`src/rtl/cit_pkg.sv`:
```
// package for the instruction timing decoder: timing constants and enum types
package cit_pkg;
  localparam logic [3:0] CIT_MAX_CYCLES = 4'h8;
  localparam logic [7:0] CIT_NOP_OP = 8'h00;
  localparam logic [7:0] CIT_SPARE_OP = 8'ha5;
  localparam logic [3:0] CIT_RST_CNT = 4'h0;
  localparam logic [1:0] CIT_RST_LEN = 2'h0;

  typedef enum {
    CIT_IDLE,
    CIT_EXEC
  } cit_state_t;

  // destination of an external move
  typedef enum logic [1:0] {
    CIT_TGT_NONE = 2'h0,
    CIT_TGT_ON_CHIP_EXPANSION_RAM = 2'h1,
    CIT_TGT_FLASH = 2'h2
  } cit_tgt_t;
endpackage : cit_pkg

```
`src/rtl/cit_decoder.sv`:
```
// instruction length and cycle-count decoder with an execution sequencer
//
// Overview of operation
// [RL1] count time purely in system clock cycles
// [RL2] most instructions: cycles equal byte length
// [RL3] untaken conditional branch is one cycle shorter
// [RL4] external move write reaches expansion RAM or flash
// [RL5] no off-chip data or program path
// [RL6] add/add_with_carry/subtract_with_borrow: reg 1/1, direct/imm 2/2, indirect 1/2
// [RL7] single-byte indirect RAM operations take 2 cycles
// [RL8] inc/dec reg, inc pointer 1/1; direct 2/2
// [RL9] logic ops; direct destination 2/2, immediate 3/3
// [RL10] accumulator unary operations are 1 byte 1 cycle
// [RL11] acc-register moves 1/1; direct/imm loads 2/2
// [RL12] moves to direct: 2/2, direct 3/3, immediate 3/3
// [RL13] indirect RAM moves 2 cycles; 1 or 2 bytes
// [RL14] no instruction exceeds eight cycles
// [RL15] carry jumps: 2 bytes, 2 or 3 cycles
// [RL16] unused opcode behaves as no-operation
// [RL17] remaining timing per full instruction summary
// [RL18] standard opcodes and encodings retained
`timescale 1ns/1ps
module cit_decoder
  import cit_pkg::*;
(
  input wire logic clk, // 100 MHz system clock
  input wire logic rst_n, // async reset, active low
  input wire logic op_valid, // opcode offered for issue
  input wire logic [7:0] opcode, // first byte of the instruction
  input wire logic cond_taken, // branch condition result for the opcode
  input wire logic [15:0] xaddr, // external move address (pointer pair or indirect)
  input wire logic flash_wr_en, // steer external move writes to flash
  output logic op_ready, // sequencer can take an opcode
  output logic [1:0] op_len_r, // byte length of issued instruction
  output logic [3:0] op_cycles_r, // total cycles of issued instruction
  output logic done, // pulse in last cycle of execution
  output logic busy_r, // instruction in execution
  output logic xmove_wr_r, // issued instruction is an external move write
  output logic [1:0] xmove_tgt_r, // target of external move (cit_tgt_t)
  output logic [15:0] xmove_addr_r // on-chip address of external move
);

  // external data space repeats every 2k, so high address bits are dropped unless the move is a flash write
  localparam logic [15:0] WRAP_MASK = 16'h07ff;

  // returns {bytes, base cycles, conditional flag}; timing follows the standard
  // encoding map, so the opcode bits are decoded exactly as the standard set [RL18]
  function automatic logic [6:0] dec_timing(input logic [7:0] op);
    logic [1:0] b;
    logic [3:0] c;
    logic cnd;
    b = 2'h1;
    c = 4'h1;
    cnd = 1'b0;
    if (op[3]) begin
      // working register column, mostly one byte and one cycle [RL6] [RL8] [RL11]
      case (op[7:4])
        4'h7, 4'ha: begin b = 2'h2; c = 4'h2; end // imm or direct to reg [RL11]
        4'h8: begin b = 2'h2; c = 4'h2; end // reg to direct [RL12]
        4'hb: begin b = 2'h3; c = 4'h3; cnd = 1'b1; end // compare reg and jump
        4'hd: begin b = 2'h2; c = 4'h2; cnd = 1'b1; end // decrement reg and jump
        default: begin b = 2'h1; c = 4'h1; end
      endcase
    end else if (op[3:1] == 3'h3) begin
      // pointer_register_indirect column [RL7] [RL13]
      case (op[7:4])
        4'h7, 4'ha: begin b = 2'h2; c = 4'h2; end // imm or direct to indirect [RL13]
        4'h8: begin b = 2'h2; c = 4'h2; end // indirect to direct [RL13]
        4'hb: begin b = 2'h3; c = 4'h4; cnd = 1'b1; end // compare indirect, 4/5
        default: begin b = 2'h1; c = 4'h2; end // single byte indirect [RL7]
      endcase
    end else if (op[3:0] == 4'h1) begin
      // absolute jump and call [RL17]
      b = 2'h2;
      c = 4'h3;
    end else begin
      case (op)
        8'h00, CIT_SPARE_OP: begin b = 2'h1; c = 4'h1; end // no-operation [RL16]
        8'h02: begin b = 2'h3; c = 4'h4; end // long jump
        8'h12: begin b = 2'h3; c = 4'h4; end // long call
        8'h22, 8'h32: begin b = 2'h1; c = 4'h5; end // returns
        8'h80: begin b = 2'h2; c = 4'h3; end // short jump
        8'h73, 8'h83, 8'h93: begin b = 2'h1; c = 4'h3; end // indirect jump, code reads
        8'h90: begin b = 2'h3; c = 4'h3; end // load pointer pair
        8'ha3: begin b = 2'h1; c = 4'h1; end // increment pointer pair [RL8]
        8'ha4: begin b = 2'h1; c = 4'h4; end // multiply
        8'h84: begin b = 2'h1; c = CIT_MAX_CYCLES; end // divide, slowest [RL14]
        8'he0, 8'he2, 8'he3, 8'hf0, 8'hf2, 8'hf3: begin b = 2'h1; c = 4'h3; end
        8'h40, 8'h50, 8'h60, 8'h70: begin b = 2'h2; c = 4'h2; cnd = 1'b1; end // [RL15]
        8'h10, 8'h20, 8'h30: begin b = 2'h3; c = 4'h3; cnd = 1'b1; end
        8'hb4, 8'hb5, 8'hd5: begin b = 2'h3; c = 4'h3; cnd = 1'b1; end
        8'h43, 8'h53, 8'h63: begin b = 2'h3; c = 4'h3; end // logic imm to direct [RL9]
        8'h75, 8'h85: begin b = 2'h3; c = 4'h3; end // moves to direct [RL12]
        8'h42, 8'h52, 8'h62: begin b = 2'h2; c = 4'h2; end // logic acc to direct [RL9]
        8'hc3, 8'hd3, 8'hb3, 8'he4, 8'hf4, 8'hc4, 8'hd4: begin b = 2'h1; c = 4'h1; end
        8'h03, 8'h13, 8'h23, 8'h33, 8'h04, 8'h14: begin b = 2'h1; c = 4'h1; end // [RL10]
        default: begin
          // direct, immediate and bit forms: bytes equal cycles [RL2] [RL6] [RL9]
          b = 2'h2;
          c = 4'h2;
        end
      endcase
    end
    return {b, c, cnd};
  endfunction : dec_timing

  // external move opcodes: reads e0/e2/e3 and writes f0/f2/f3 [RL18]
  function automatic logic is_xmove(input logic [7:0] op);
    return (op[7:5] == 3'h7) && (op[3:2] == 2'h0) && (op[1:0] != 2'h1);
  endfunction : is_xmove

  // bit 4 separates the write forms from the read forms
  function automatic logic is_xmove_wr(input logic [7:0] op);
    return is_xmove(op) && op[4];
  endfunction : is_xmove_wr

  // only on-chip targets exist, so no code can select an off-chip space [RL4] [RL5]
  function automatic logic [1:0] xmove_target(input logic [7:0] op, input logic fw);
    logic [1:0] t;
    t = CIT_TGT_NONE;
    if (is_xmove(op)) begin
      t = (is_xmove_wr(op) && fw) ? CIT_TGT_FLASH : CIT_TGT_ON_CHIP_EXPANSION_RAM;
    end
    return t;
  endfunction : xmove_target

  cit_state_t state_r, state_nxt;
  logic [3:0] cnt_r, cnt_nxt;
  logic [1:0] len_nxt;
  logic [3:0] cyc_nxt;
  logic busy_nxt;
  logic xwr_nxt;
  logic [1:0] xtgt_nxt;
  logic [15:0] xaddr_nxt;
  logic [6:0] dec;
  logic [3:0] total;
  logic issue;

  always_comb begin
    dec = dec_timing(opcode);
    // taken branches add one cycle; untaken ones finish a cycle sooner [RL3] [RL15]
    total = dec[4:1] + {3'h0, dec[0] & cond_taken};
  end

  assign op_ready = (state_r == CIT_IDLE) || (cnt_r == 4'h1);
  assign done = (state_r == CIT_EXEC) && (cnt_r == 4'h1);
  // one issue point for both states keeps back-to-back spacing exact:
  // a new opcode is taken in the very cycle that done is high
  assign issue = op_valid && op_ready;

  always_comb begin
    state_nxt = state_r;
    cnt_nxt = cnt_r;
    len_nxt = op_len_r;
    cyc_nxt = op_cycles_r;
    busy_nxt = busy_r;
    xwr_nxt = xmove_wr_r;
    xtgt_nxt = xmove_tgt_r;
    xaddr_nxt = xmove_addr_r;
    case (state_r)
      CIT_IDLE: begin
        cnt_nxt = CIT_RST_CNT;
        busy_nxt = 1'b0;
        xwr_nxt = 1'b0;
        xtgt_nxt = CIT_TGT_NONE;
      end
      CIT_EXEC: begin
        if (cnt_r != 4'h1) begin
          cnt_nxt = cnt_r - 4'h1; // one count per system clock [RL1]
        end else begin
          // last cycle: fall back to idle unless a new opcode follows
          state_nxt = CIT_IDLE;
          cnt_nxt = CIT_RST_CNT;
          busy_nxt = 1'b0;
          xwr_nxt = 1'b0;
          xtgt_nxt = CIT_TGT_NONE;
        end
      end
      default: begin
        state_nxt = CIT_IDLE;
        cnt_nxt = CIT_RST_CNT;
      end
    endcase
    if (issue) begin
      // the 4-bit count covers the slowest case, divide at eight cycles [RL14]
      state_nxt = CIT_EXEC;
      cnt_nxt = total;
      len_nxt = dec[6:5];
      cyc_nxt = total;
      busy_nxt = 1'b1;
      xwr_nxt = is_xmove_wr(opcode);
      xtgt_nxt = xmove_target(opcode, flash_wr_en); // [RL4]
      if (is_xmove(opcode)) begin
        // flash writes keep the full address; on_chip_expansion_ram wraps on 2k boundaries [RL5]
        xaddr_nxt = (is_xmove_wr(opcode) && flash_wr_en) ? xaddr : (xaddr & WRAP_MASK);
      end else begin
        xaddr_nxt = 16'h0000;
      end
    end
  end

  always_ff @(posedge clk or negedge rst_n) begin
    if (!rst_n) begin
      state_r <= CIT_IDLE;
      cnt_r <= CIT_RST_CNT;
      op_len_r <= CIT_RST_LEN;
      op_cycles_r <= CIT_RST_CNT;
      busy_r <= 1'b0;
      xmove_wr_r <= 1'b0;
      xmove_tgt_r <= CIT_TGT_NONE;
      xmove_addr_r <= 16'h0000;
    end else begin
      state_r <= state_nxt;
      cnt_r <= cnt_nxt;
      op_len_r <= len_nxt;
      op_cycles_r <= cyc_nxt;
      busy_r <= busy_nxt;
      xmove_wr_r <= xwr_nxt;
      xmove_tgt_r <= xtgt_nxt;
      xmove_addr_r <= xaddr_nxt;
    end
  end

endmodule : cit_decoder

```
`config.mk`:
```
export PLATFORM = sky130hd
export DESIGN_NAME = cit_decoder
export DESIGN_NICKNAME = d
export VERILOG_FILES = /design/src/rtl/cit_pkg.sv /design/src/rtl/cit_decoder.sv
export SDC_FILE = /design/constraint.sdc
export NUM_CORES = 1
export LEC_CHECK = 0
export ABC_AREA = 1
export BUFFER_PORTS_ARGS = -buffer_cell sky130_fd_sc_hd__buf_4
export CORE_ASPECT_RATIO = 1.75
export CORE_UTILIZATION = 51
export DETAILED_ROUTE_END_ITERATION = 6
export GPL_TIMING_DRIVEN = 0
export PLACE_DENSITY = 0.79
export SYNTH_ARGS = -nofsm -noshare
export SYNTH_HDL_FRONTEND = slang
export SYNTH_SLANG_ARGS = --single-unit
```
`constraint.sdc`:
```
create_clock -name clk -period 2.2 [get_ports clk]
set_clock_uncertainty 0.1 [all_clocks]
set_input_delay 0.22 -clock clk [delete_from_list [all_inputs] [get_ports clk]]
set_output_delay 0.22 -clock clk [all_outputs]
set_load 0.005 [all_outputs]
```
==> results of run 1 <==
-- logic make-up (layout without fill, tap and decap cells) --
family          Yosys count  in the layout  synth area share [%]
compound gates           34             34                  14.3
xor+xnor                  3              3                  1.41
fa+ha+maj                 4              4                  2.69
flops                    31             31                  41.7
simple gates            137            137                  32.3
buf+inv                  31             94                  7.60
-- Yosys cell counts (all sizes together) --
cell type	instances
nand2	70
nor2	45
dfrtp	31
inv	26
nand3	12
a22o	11
o21ai	9
a21oi	5
buf	5
ha	4
nand4	4
nor3	4
xnor2	3
a32o	2
o311ai	2
a21o	1
a2bb2oi	1
a31oi	1
nor4	1
o21a	1
o31ai	1
or2	1
-- power by group through the flow --
stage	logic [mW]	registers [mW]	clock network, mW
floorplan	0.355	0.749	0
detailed placement	0.633	0.755	0
global placement	0.616	0.754	0
global route	0.712	0.758	0.529
finish	0.632	0.747	0.500
CTS	0.638	0.746	0.506
-- per-layer routing --
layer,vias up,share of wire (%),global-route usage (%)
met4,0,4.0,18.9
met1,854,36,31.2
met2,52,56,55.5
li1,904,-,-
met3,17,4.0,9.23
met5,-,0,0
-- layout make-up --
class	count	area share (%)
Buffer	5	1.79
Multi-Input combinational cell	178	39.1
Timing Repair Buffer	55	17.0
Clock buffer	8	4.09
Sequential cell	31	31.7
Inverter	26	3.99
Tap cell	45	2.30
-- sequential cells by signal (all words and copies together) (netlist names) --
signal	cells
xmove_wr_r	1
state_r	1
busy_r	1
op_cycles_r	4
xmove_tgt_r	2
cnt_r	4
xmove_addr_r	16
op_len_r	2
-- per-stage QoR --
stage / setup TNS [ns] / power (mW)
floorplan: 0 / 1.10
global placement: -0.205 / 1.37
detailed placement: -0.192 / 1.39
CTS: 0 / 1.89
global route: 0 / 2.00
finish: 0 / 1.88
-- critical path: cells and delay by family --
family | cells | cell delay [ns]
xor gates and xnor gates | 1 | 0.12
adders and majority gates | 2 | 0.39
AOI/OAI and AO/OA | 1 | 0.09
and+or+nand+nor | 9 | 1.01
buffers and inverters | 2 | 0.22
-- worst min-delay path by stage --
stage / slack [ns] / depth (start not counted) / to / from
final: 0.04 / 2 / xmove_addr_r[10] / xaddr[10]
after global routing: 0.05 / 2 / xmove_addr_r[2] / xaddr[2]
after CTS: 0.04 / 2 / xmove_addr_r[10] / xaddr[10]
after detailed placement: 0.07 / 1 / xmove_addr_r[14] / rst_n
after global placement: 0.07 / 1 / xmove_addr_r[14] / rst_n
after floorplan: -0.18 / 0 / busy_r / rst_n
-- repair_timing --
| item | in CTS | in global routing |
|---|---|---|
| hold endpoints to repair | 31 | 0 |
| hold buffers | 1 | 0 |
| endpoints found under the setup margin | 0 | 2 |
| buffers inserted | 0 | 0 |
| resized for setup | 0 | 3 |
==> summary.txt, run 1 <==
Status
  – Status: finished clean

Layout
  – Area of the multi-input gates: ~960 sq um
  – Most common cell after layout, fill and taps aside: nand2_1
  – Non-filler instance count after layout: around 350
  – FF/Latch Area: slightly below 800 sq um
  – Final instance area: roughly 2400 sq um
  – Share of cells above drive strength 1: around 32%
  – Finished Core Util: a little over 70%
  – Most frequent cells in the layout: nand2_1, buf_4, nor2_1
  – Antenna cells: 0
  – Layout Nets: 335
  – Area delta synth->final: 31.4%
  – # fillers: 314

Power and ir drop
  – Peak supply drop: roughly 630 uV
  – Clock power frac: 26.6%
  – Power density over the cells: 769 nW/um^2
  – Power Internal: 1.25 mW
  – Power share of the combinational group: 33.7%
  – Reg power frac: about two fifths
  – Switching power share of the total: around a third
  – Pleak: 1.37 nW
  – Net Sw Power: about 0.63 mW

Detailed routing
  – Detailed-route DRC error count: 0
  – Via count: ~1800
  – Drt pass-1 iters: 4
  – Initial DRC count: 56
  – Post-route ant nets: 0
  – Vias/cell: approximately 5.3
  – DR WL/cell: around 14 um
  – Routed wire length: 4990 um

Yosys
  – Cell variety after synth: 33
  – #FFs+latches synth: 31
  – Post-synthesis sequential area ratio: 41.7%
  – Synth Instances: 240
  – Top cells by area, synth: dfrtp_1, nand2_1, nor2_1, a22o_2, inv_1
  – Net Count, Synth: between 200 and 300
  – Post-synth top area share: a little over two fifths
  – Area of the mapped netlist: approximately 1900 sq um
  – Yosys top cell by area: dfrtp_1
  – Avg Cell Area, Syn: 7.75 sq um
  – Yosys warning count: 0

Clock network
  – CTS H-tree depth: 2
  – CTS max path bufs: 2
  – Clock Tree Root: clkbuf_8
  – CTS clk-pin slew, worst paths: around 0.07 ns
  – Worst-Skew Late Latency: between 0.2 and 0.3 ns
  – # clock sinks: 31
  – CTS Buf Count: 5
  – CTS tree: done

Critical path
  – WP data arrival: between 2 and 2.5 ns
  – Critical Path RT: 2.26 ns
  – Slowest CP cell: ha_1
  – Worst Setup SP: opcode[3]
  – Critical-path cell list: buf_4, inv_2, nand2_1, nor2_1, nand2_1, nand2_1, nor2_1, nand3_2, nor3_2, nand4_1, ha_1, ha_1, xnor2_1, nand2_1, o21ai_0
  – CP Launch Type: primary input
  – R2r worst-path depth: 8
  – Capture point of the worst reg-to-reg path: op_len_r[0]
  – Worst Path Max Fanout: 6
  – Crit. End Element: register
  – Crit path to: cnt_r[2]
  – Crit path top cell by count: nand2_1
  – R2r setup slk: 0.35 ns
  – Beginning of the worst register-to-register path: cnt_r[0]
  – Worst Setup Path Type: in2reg
  – Delay of the slowest critical-path stage: 0.21 ns

STA
  – Final period util: around 91%
  – Fin worst setup slack: 0.200 ns
  – Fmax: roughly 500 MHz
  – Final Hold Viols: 0
  – Final setup viols: 0
  – Unrepaired setup endpoints after global routing: false
  – Least-Margin Pin Slew: a little under 0.4 ns
  – Worst hold margin: around 0.042 ns
  – Final Critical Period: between 1.5 and 2 ns
  – Relative slew slack: 74.3%
  – Final Max Tran Viols: 0

Die
  – FP Rows: 28
  – Die area: 3900 sq um
  – Core Box Area: between 3000 and 4000 sq um
  – Die Y: between 80 and 90 um
  – # IOs: between 50 and 60
  – Initial Util: between 50% and 60%
  – Die Wd: roughly 48 um

Flow run
  – Max-Cap Viols: 0

Global routing
  – Antenna violations before repair: 0
  – Vias in the first global route: approximately 1900
  – GRT Overall Usage: between 30% and 40%
  – Largest net degree at the start of global routing: 32
  – First-pass GRT wire length: roughly 8600 um
  – Total gr overflow: 0

Placement
  – Placed inst area: 2320 sq um
  – Setup WS pre-CTS: -0.0775 ns
  – Post-DP HPWL: roughly 3800 um
  – Cell count after placement: approximately 340
  – Port Buffers: 54
  – Gpl congestion: around 0.9

Worst hold path
  – Hold WC Path Type: in2reg
(Power assumes the default switching activity.)
==> inputs of run 2 (changes only) <==
CTS_BUF_LIST = sky130_fd_sc_hd__clkbuf_16   (was not set)
GPL_ROUTABILITY_DRIVEN = 0   (was not set)
==> run 2 against run 1 <==
Against the previous run:
- maximum frequency up 2.7%
- register-to-register slack got worse by 0.02 ns
- non-clock buffer count grew 1
- sequential power about the same
- routed wire length increased by 0.70%
- largest cell class unchanged
- count of clock-buffer cells in the layout fell by 3
- cell area rose by 2.4%
- critical path type unchanged
- clock power rose by 26%
- core utilization increased by 1.7 points
- total power is 7.9% higher
- combinational power up 3%
==> summary.txt, run 2 (synthesized netlist as in run 1, its figures left out) <==
Status
  – Status: finished clean

Clock network
  – CTS max path bufs: 2 (unchanged)
  – CTS H-tree depth: 2 (unchanged)
  – Worst-Skew Late Latency: 0.27 ns (-0.02 ns)
  – CTS tree: done
  – Clock Tree Root: clkbuf_16
  – # clock sinks: 31 (unchanged)
  – CTS Buf Count: 5 (unchanged)
  – CTS clk-pin slew, worst paths: 0.05 ns (-0.02 ns)

Detailed routing
  – DR WL/cell: 14.4 um (+0.41%)
  – Via count: 1850 (+1.3%)
  – Vias/cell: 5.30 (+0.97%)
  – Post-route ant nets: 0 (unchanged)
  – Initial DRC count: 49 (-13%)
  – Routed wire length: 5030 um (+0.70%)
  – Drt pass-1 iters: 5 (+1)
  – Detailed-route DRC error count: 0 (unchanged)

Global routing
  – GRT met1 Usage: 33.1% (+1.9 points)
  – GRT Overall Usage: 33.0% (+1.1 points)
  – Grt peak-use layer: met2
  – Largest net degree at the start of global routing: 32 (unchanged)
  – Total gr overflow: 0 (unchanged)
  – First-pass GRT wire length: 8890 um (+3.6%)
  – Vias in the first global route: 1915 (-0.052%)
  – Antenna violations before repair: 0 (unchanged)
  – M2 GR Usage: 59.3% (+3.8 points)
  – Met3 Usage GRT: 10.5% (+1.3 points)

STA
  – Final Hold Viols: 0 (unchanged)
  – Final setup TNS: 0 ns (unchanged)
  – Least-Margin Pin Slew: 0.382 ns (-0.00185 ns)
  – Final Critical Period: 1.95 ns (-0.0525 ns)
  – Fmax: 513 MHz (+2.7%)
  – Relative slew slack: 74.5% (+0.22 points)
  – Final Max Tran Viols: 0 (unchanged)
  – Final setup viols: 0 (unchanged)
  – Unrepaired setup endpoints after global routing: false
  – Final period util: 88.5% (-2.4 points)

Layout
  – Most common cell after layout, fill and taps aside: nand2_1
  – Antenna cells: 0 (unchanged)
  – Non-filler instance count after layout: 349 (+0.29%)
  – Layout Nets: 336 (+0.30%)
  – # fillers: 294 (-6.4%)
  – Most frequent cells in the layout: nand2_1, buf_4, nor2_1
  – Finished Core Util: 72.9% (+1.7 points)
  – Share of cells above drive strength 1: 32.6% (+0.55 points)
  – Top register by number of flip-flops: xmove_addr_r
  – Max reg flops: 16 (unchanged)
  – Largest regs: xmove_addr_r x16, cnt_r x4, op_cycles_r x4
  – Area delta synth->final: 34.5%

Critical path
  – Worst Path Max Fanout: 6 (unchanged)
  – WP data arrival: 1.99 ns (-0.07 ns)
  – R2r worst-path depth: 8 (unchanged)
  – R2r setup slk: 0.33 ns (-0.02 ns)
  – Critical Path RT: 2.24 ns (-0.02 ns)
  – Capture point of the worst reg-to-reg path: op_len_r[0]
  – Worst Setup Path Type: in2reg
  – CP Launch Type: primary input
  – Crit. End Element: register
  – Beginning of the worst register-to-register path: cnt_r[0]

Die
  – # IOs: 57 (unchanged)
  – Initial Util: 54.2% (unchanged)
  – Die Y: 81.9 um (unchanged)
  – FP Rows: 28 (unchanged)
  – Die Wd: 47.7 um (unchanged)
  – Core Box Area: 3430 sq um (unchanged)
  – Die area: 3900 sq um (unchanged)

Placement
  – Cell count after placement: 339 (unchanged)
  – Port Buffers: 54 (unchanged)
  – Post-DP HPWL: 3820 um (unchanged)

Power and ir drop
  – Power density over the cells: 810 nW/um^2 (+5.4%)
  – Power share of the combinational group: 32.0% (-1.7 points)
  – Reg power frac: 37.0% (-2.8 points)
  – Switching power share of the total: 32.4% (-1.3 points)
  – Peak supply drop: 1040 uV (+66%)
  – Clock power frac: 31.0% (+4.4 points)
  – Pleak: 1.39 nW (+2.1%)
  – Power Internal: 1.37 mW (+10%)
  – Net Sw Power: 0.656 mW (+3.8%)

Worst hold path
  – Hold WC Path Type: in2reg
  – Worst Hold Launch: xaddr[4]
  – Hold Path Sink: xmove_addr_r[4]
  – Worst hold stages: 2 (unchanged)

Flow run
  – Max-Cap Viols: 0 (unchanged)
## run 2: critical path: stages
cell,delay (ns)
buf_4,0.14
inv_2,0.12
nand2_2,0.10
nor2_1,0.28
nand2_1,0.09
nand2_1,0.07
nor2_1,0.04
nand3_2,0.10
buf_4,0.13
nor3_1,0.05
a21o_1,0.16
ha_1,0.20
xnor2_1,0.13
nand2_1,0.08
o21ai_0,0.08
## run 2: area by class of cell
type	count	area [sq um]	area share, %
multi-input cells	178	970	38.7
inverters	26	97.6	3.90
plain buffers	5	43.8	1.75
repair buffers	56	423	16.9
well taps	45	56.3	2.25
flip-flops and latches	31	776	31.0
clock buffers	5	125	5.00
clock inverters	3	11.3	0.450
## run 2: worst max-delay path by stage
stage / to / startpoint / slack (ns)
after floorplan: cnt_r[2] / opcode[5] / 0.33
after CTS: cnt_r[2] / opcode[3] / 0.16
after global placement: cnt_r[2] / opcode[3] / -0.08
final: cnt_r[2] / opcode[3] / 0.25
after global routing: cnt_r[2] / opcode[1] / 0.05
after detailed placement: cnt_r[2] / opcode[3] / -0.08
## run 2: what timing repair did
action	in CTS	in global routing
endpoints found under the setup margin	0	4
setup buffers	0	1
gates resized for setup	0	7
hold endpoints to repair	31	0
hold buffers	1	0
## run 2: layer usage
layer | share of wire, % | wire [um]
met5 | 0 | 0
met2 | 58 | 2930
met3 | 3.6 | 181
met1 | 34 | 1730
met4 | 3.7 | 184
## run 2: power by group through the flow
stage          Clock [mW]  Combinational [mW]  Sequential (mW)
2_1_floorplan           0               0.355            0.749
3_3_place_gp            0               0.616            0.754
3_5_place_dp            0               0.633            0.755
4_1_cts             0.641               0.650            0.747
5_1_grt             0.666               0.732            0.757
6_report            0.629               0.649            0.749
## run 2: stage by stage
| step | hold WS (ns) | total power [mW] | area (sq um) | setup slack (ns) |
|---|---|---|---|---|
| global placement | 0.0657 | 1.37 | 2320 | -0.0758 |
| floorplan | -0.176 | 1.10 | 1860 | 0.333 |
| global route | 0.0713 | 2.16 | 2500 | 0.0456 |
| finish | 0.0661 | 2.03 | 2500 | 0.253 |
| CTS | 0.0634 | 2.04 | 2470 | 0.155 |
| detailed placement | 0.0683 | 1.39 | 2320 | -0.0775 |
==> inputs of run 3 (changes only) <==
CORE_UTILIZATION = 50   (was 51)
PLACE_DENSITY = 0.78   (was 0.79)
==> run 3 against run 2 <==
Against the previous run:
- cell area shrank 0.95%
- total power grew 0.40%
- non-clock buffer count shrank 1
- routed wire length is essentially flat
- critical path depth shrank 1
- sequential power is essentially flat
- clock power grew 4.3%
- worst hold slack lost 0.0040 ns
- sequential share of layout area grew 0.30 points
- setup slack lost 0.088 ns
- highest routed layer unchanged
==> summary.txt, run 3 (synthesized netlist as in run 1, its figures left out) <==
Critical path
  – Critical Path RT: 2.25 ns (about the same)
  – Worst Setup Path Type: in2reg
  – WP data arrival: 2.08 ns (+0.09 ns)
  – Capture point of the worst reg-to-reg path: op_len_r[0]
  – Delay of the slowest critical-path stage: 0.33 ns (+0.05 ns)
  – Worst Path Max Fanout: 6 (unchanged)
  – R2r setup slk: 0.39 ns (+0.06 ns)
  – Slowest CP cell: nor4_1
  – CP Launch Type: primary input
  – R2r worst-path depth: 8 (unchanged)
  – Beginning of the worst register-to-register path: cnt_r[0]
  – Crit path top cell by count: nand2_1
  – Critical-path cell list: buf_4, inv_1, nor2_1, nand2_1, nand2_1, nand2_1, nand2_1, nor4_1, nand4_1, ha_1, ha_1, xnor2_1, nand2_1, o21ai_0
  – Crit. End Element: register

Worst hold path
  – Worst Hold Launch: xaddr[8]
  – Hold WC Path Type: in2reg
  – Worst hold stages: 2 (unchanged)
  – Hold Path Sink: xmove_addr_r[8]

Detailed routing
  – Via count: 1894 (+2.4%)
  – Detailed-route DRC error count: 0 (unchanged)
  – DR WL/cell: 14.4 um (about the same)
  – Drt pass-1 iters: 4 (-1)
  – Routed wire length: 5030 um (about the same)
  – Post-route ant nets: 0 (unchanged)
  – Initial DRC count: 45 (-8.2%)
  – Vias/cell: 5.43 (+2.4%)

Clock network
  – Setup bufs post-CTS: 0 (unchanged)
  – # clock sinks: 31 (unchanged)
  – CTS tree: done
  – Worst-Skew Late Latency: 0.27 ns (about the same)
  – Clock Tree Root: clkbuf_16
  – CTS H-tree depth: 2 (unchanged)
  – CTS Buf Count: 5 (unchanged)
  – CTS max path bufs: 2 (unchanged)
  – CTS clk-pin slew, worst paths: 0.05 ns (about the same)

Status
  – Status: finished clean

STA
  – Final setup TNS: 0 ns (unchanged)
  – Final setup viols: 0 (unchanged)
  – Final Max Tran Viols: 0 (unchanged)
  – Relative slew slack: 75.0% (+0.50 points)
  – Final period util: 92.5% (+4.0 points)
  – Least-Margin Pin Slew: 0.370 ns (-0.0122 ns)
  – Final Hold Viols: 0 (unchanged)
  – Fmax: 491 MHz (-4.3%)
  – Final Critical Period: 2.04 ns (+0.0878 ns)
  – Unrepaired setup endpoints after global routing: false

Global routing
  – Total gr overflow: 0 (unchanged)
  – Vias in the first global route: 1815 (-5.2%)
  – M2 GR Usage: 49.5% (-9.9 points)
  – GRT met1 Usage: 29.4% (-3.7 points)
  – Antenna violations before repair: 0 (unchanged)
  – Met3 Usage GRT: 6.09% (-4.5 points)
  – First-pass GRT wire length: 7830 um (-12%)
  – GRT Overall Usage: 28.7% (-4.3 points)
  – Grt peak-use layer: met2
  – Largest net degree at the start of global routing: 32 (unchanged)

Layout
  – Share of cells above drive strength 1: 32.0% (-0.55 points)
  – Area delta synth->final: 33.2%
  – Final instance area: 2480 sq um (-0.95%)
  – Antenna cells: 0 (unchanged)
  – Largest regs: xmove_addr_r x16, cnt_r x4, op_cycles_r x4
  – Max reg flops: 16 (unchanged)
  – # fillers: 302 (+2.7%)
  – Most frequent cells in the layout: nand2_1, buf_4, nor2_1
  – Layout Nets: 335 (-0.30%)
  – Most common cell after layout, fill and taps aside: nand2_1
  – Finished Core Util: 69.0% (-3.9 points)
  – Top register by number of flip-flops: xmove_addr_r

Die
  – FP Rows: 29 (+3.6%)
  – Die Y: 82.7 um (+0.97%)
  – # IOs: 57 (unchanged)
  – Initial Util: 51.8% (-2.4 points)
  – Die area: 3980 sq um (+1.9%)
  – Core Box Area: 3590 sq um (+4.6%)
  – Die Wd: 48.1 um (+0.95%)

Power and ir drop
  – Peak supply drop: 742 uV (-28%)
  – Power density over the cells: 821 nW/um^2 (+1.4%)
  – Pleak: 1.38 nW (-1.0%)

Placement
  – Placed inst area: 2320 sq um (about the same)
  – Port Buffers: 54 (unchanged)
  – Post-DP HPWL: 3840 um (+0.50%)

Flow run
  – Max-Cap Viols: 0 (unchanged)
## run 3: final cells by class
| class | count | area (sq um) | share of cell area (%) |
|---|---|---|---|
| buffer | 5 | 43.8 | 1.77 |
| sequential | 31 | 776 | 31.3 |
| tap | 46 | 57.6 | 2.32 |
| inverter | 26 | 97.6 | 3.94 |
| timing repair buffer | 55 | 415 | 16.8 |
| clock buffer | 5 | 125 | 5.05 |
| multi-input combinational | 178 | 948 | 38.3 |
| clock inverter | 3 | 15.0 | 0.606 |
## run 3: how the worst max path moves through the flow
stage                   start       end  slack, ns  cells past startpoint
floorplan           opcode[5]  cnt_r[2]       0.33                     14
global placement    opcode[6]  cnt_r[2]      -0.01                     14
detailed placement  opcode[1]  cnt_r[2]      -0.07                     13
CTS                 opcode[1]  cnt_r[2]       0.22                     13
global route        opcode[6]  cnt_r[2]       0.07                     14
finish              opcode[6]  cnt_r[2]       0.16                     14
## run 3: repair_timing
| item | CTS | global route |
|---|---|---|
| gates resized for setup | 0 | 2 |
| hold endpoints to repair | 31 | 0 |
| endpoints found under the setup margin | 0 | 4 |
| hold buffers | 1 | 0 |
## run 3: power breakdown
part	switching, mW	total [mW]	leakage, nW	internal, mW
Sequential	0.0748	0.751	0.413	0.676
Combinational	0.344	0.629	0.893	0.285
Clock	0.244	0.656	0.0733	0.412
## run 3: worst max-delay path: cells and delay by family
family | cells | cell delay [ns]
fa+ha+maj | 2 | 0.39
xor+xnor | 1 | 0.12
buf+inv | 2 | 0.24
simple gates | 8 | 1.01
compound gates | 1 | 0.09
## run 3: metrics by stage
stage	worst slack, ns	hold slack, ns	cells	total power [mW]
2_1_floorplan	0.333	-0.176	240	1.10
3_3_place_gp	-0.0141	0.0687	340	1.36
3_5_place_dp	-0.0678	0.0735	340	1.38
4_1_cts	0.217	0.0610	349	2.04
5_1_grt	0.0727	0.0643	349	2.15
6_report	0.165	0.0621	349	2.04
## run 3: metal layers
layer | part of all wire [%] | wire length [um]
met5 | 0 | 0
met4 | 4.8 | 242
met3 | 3.6 | 179
met2 | 55 | 2750
met1 | 37 | 1860
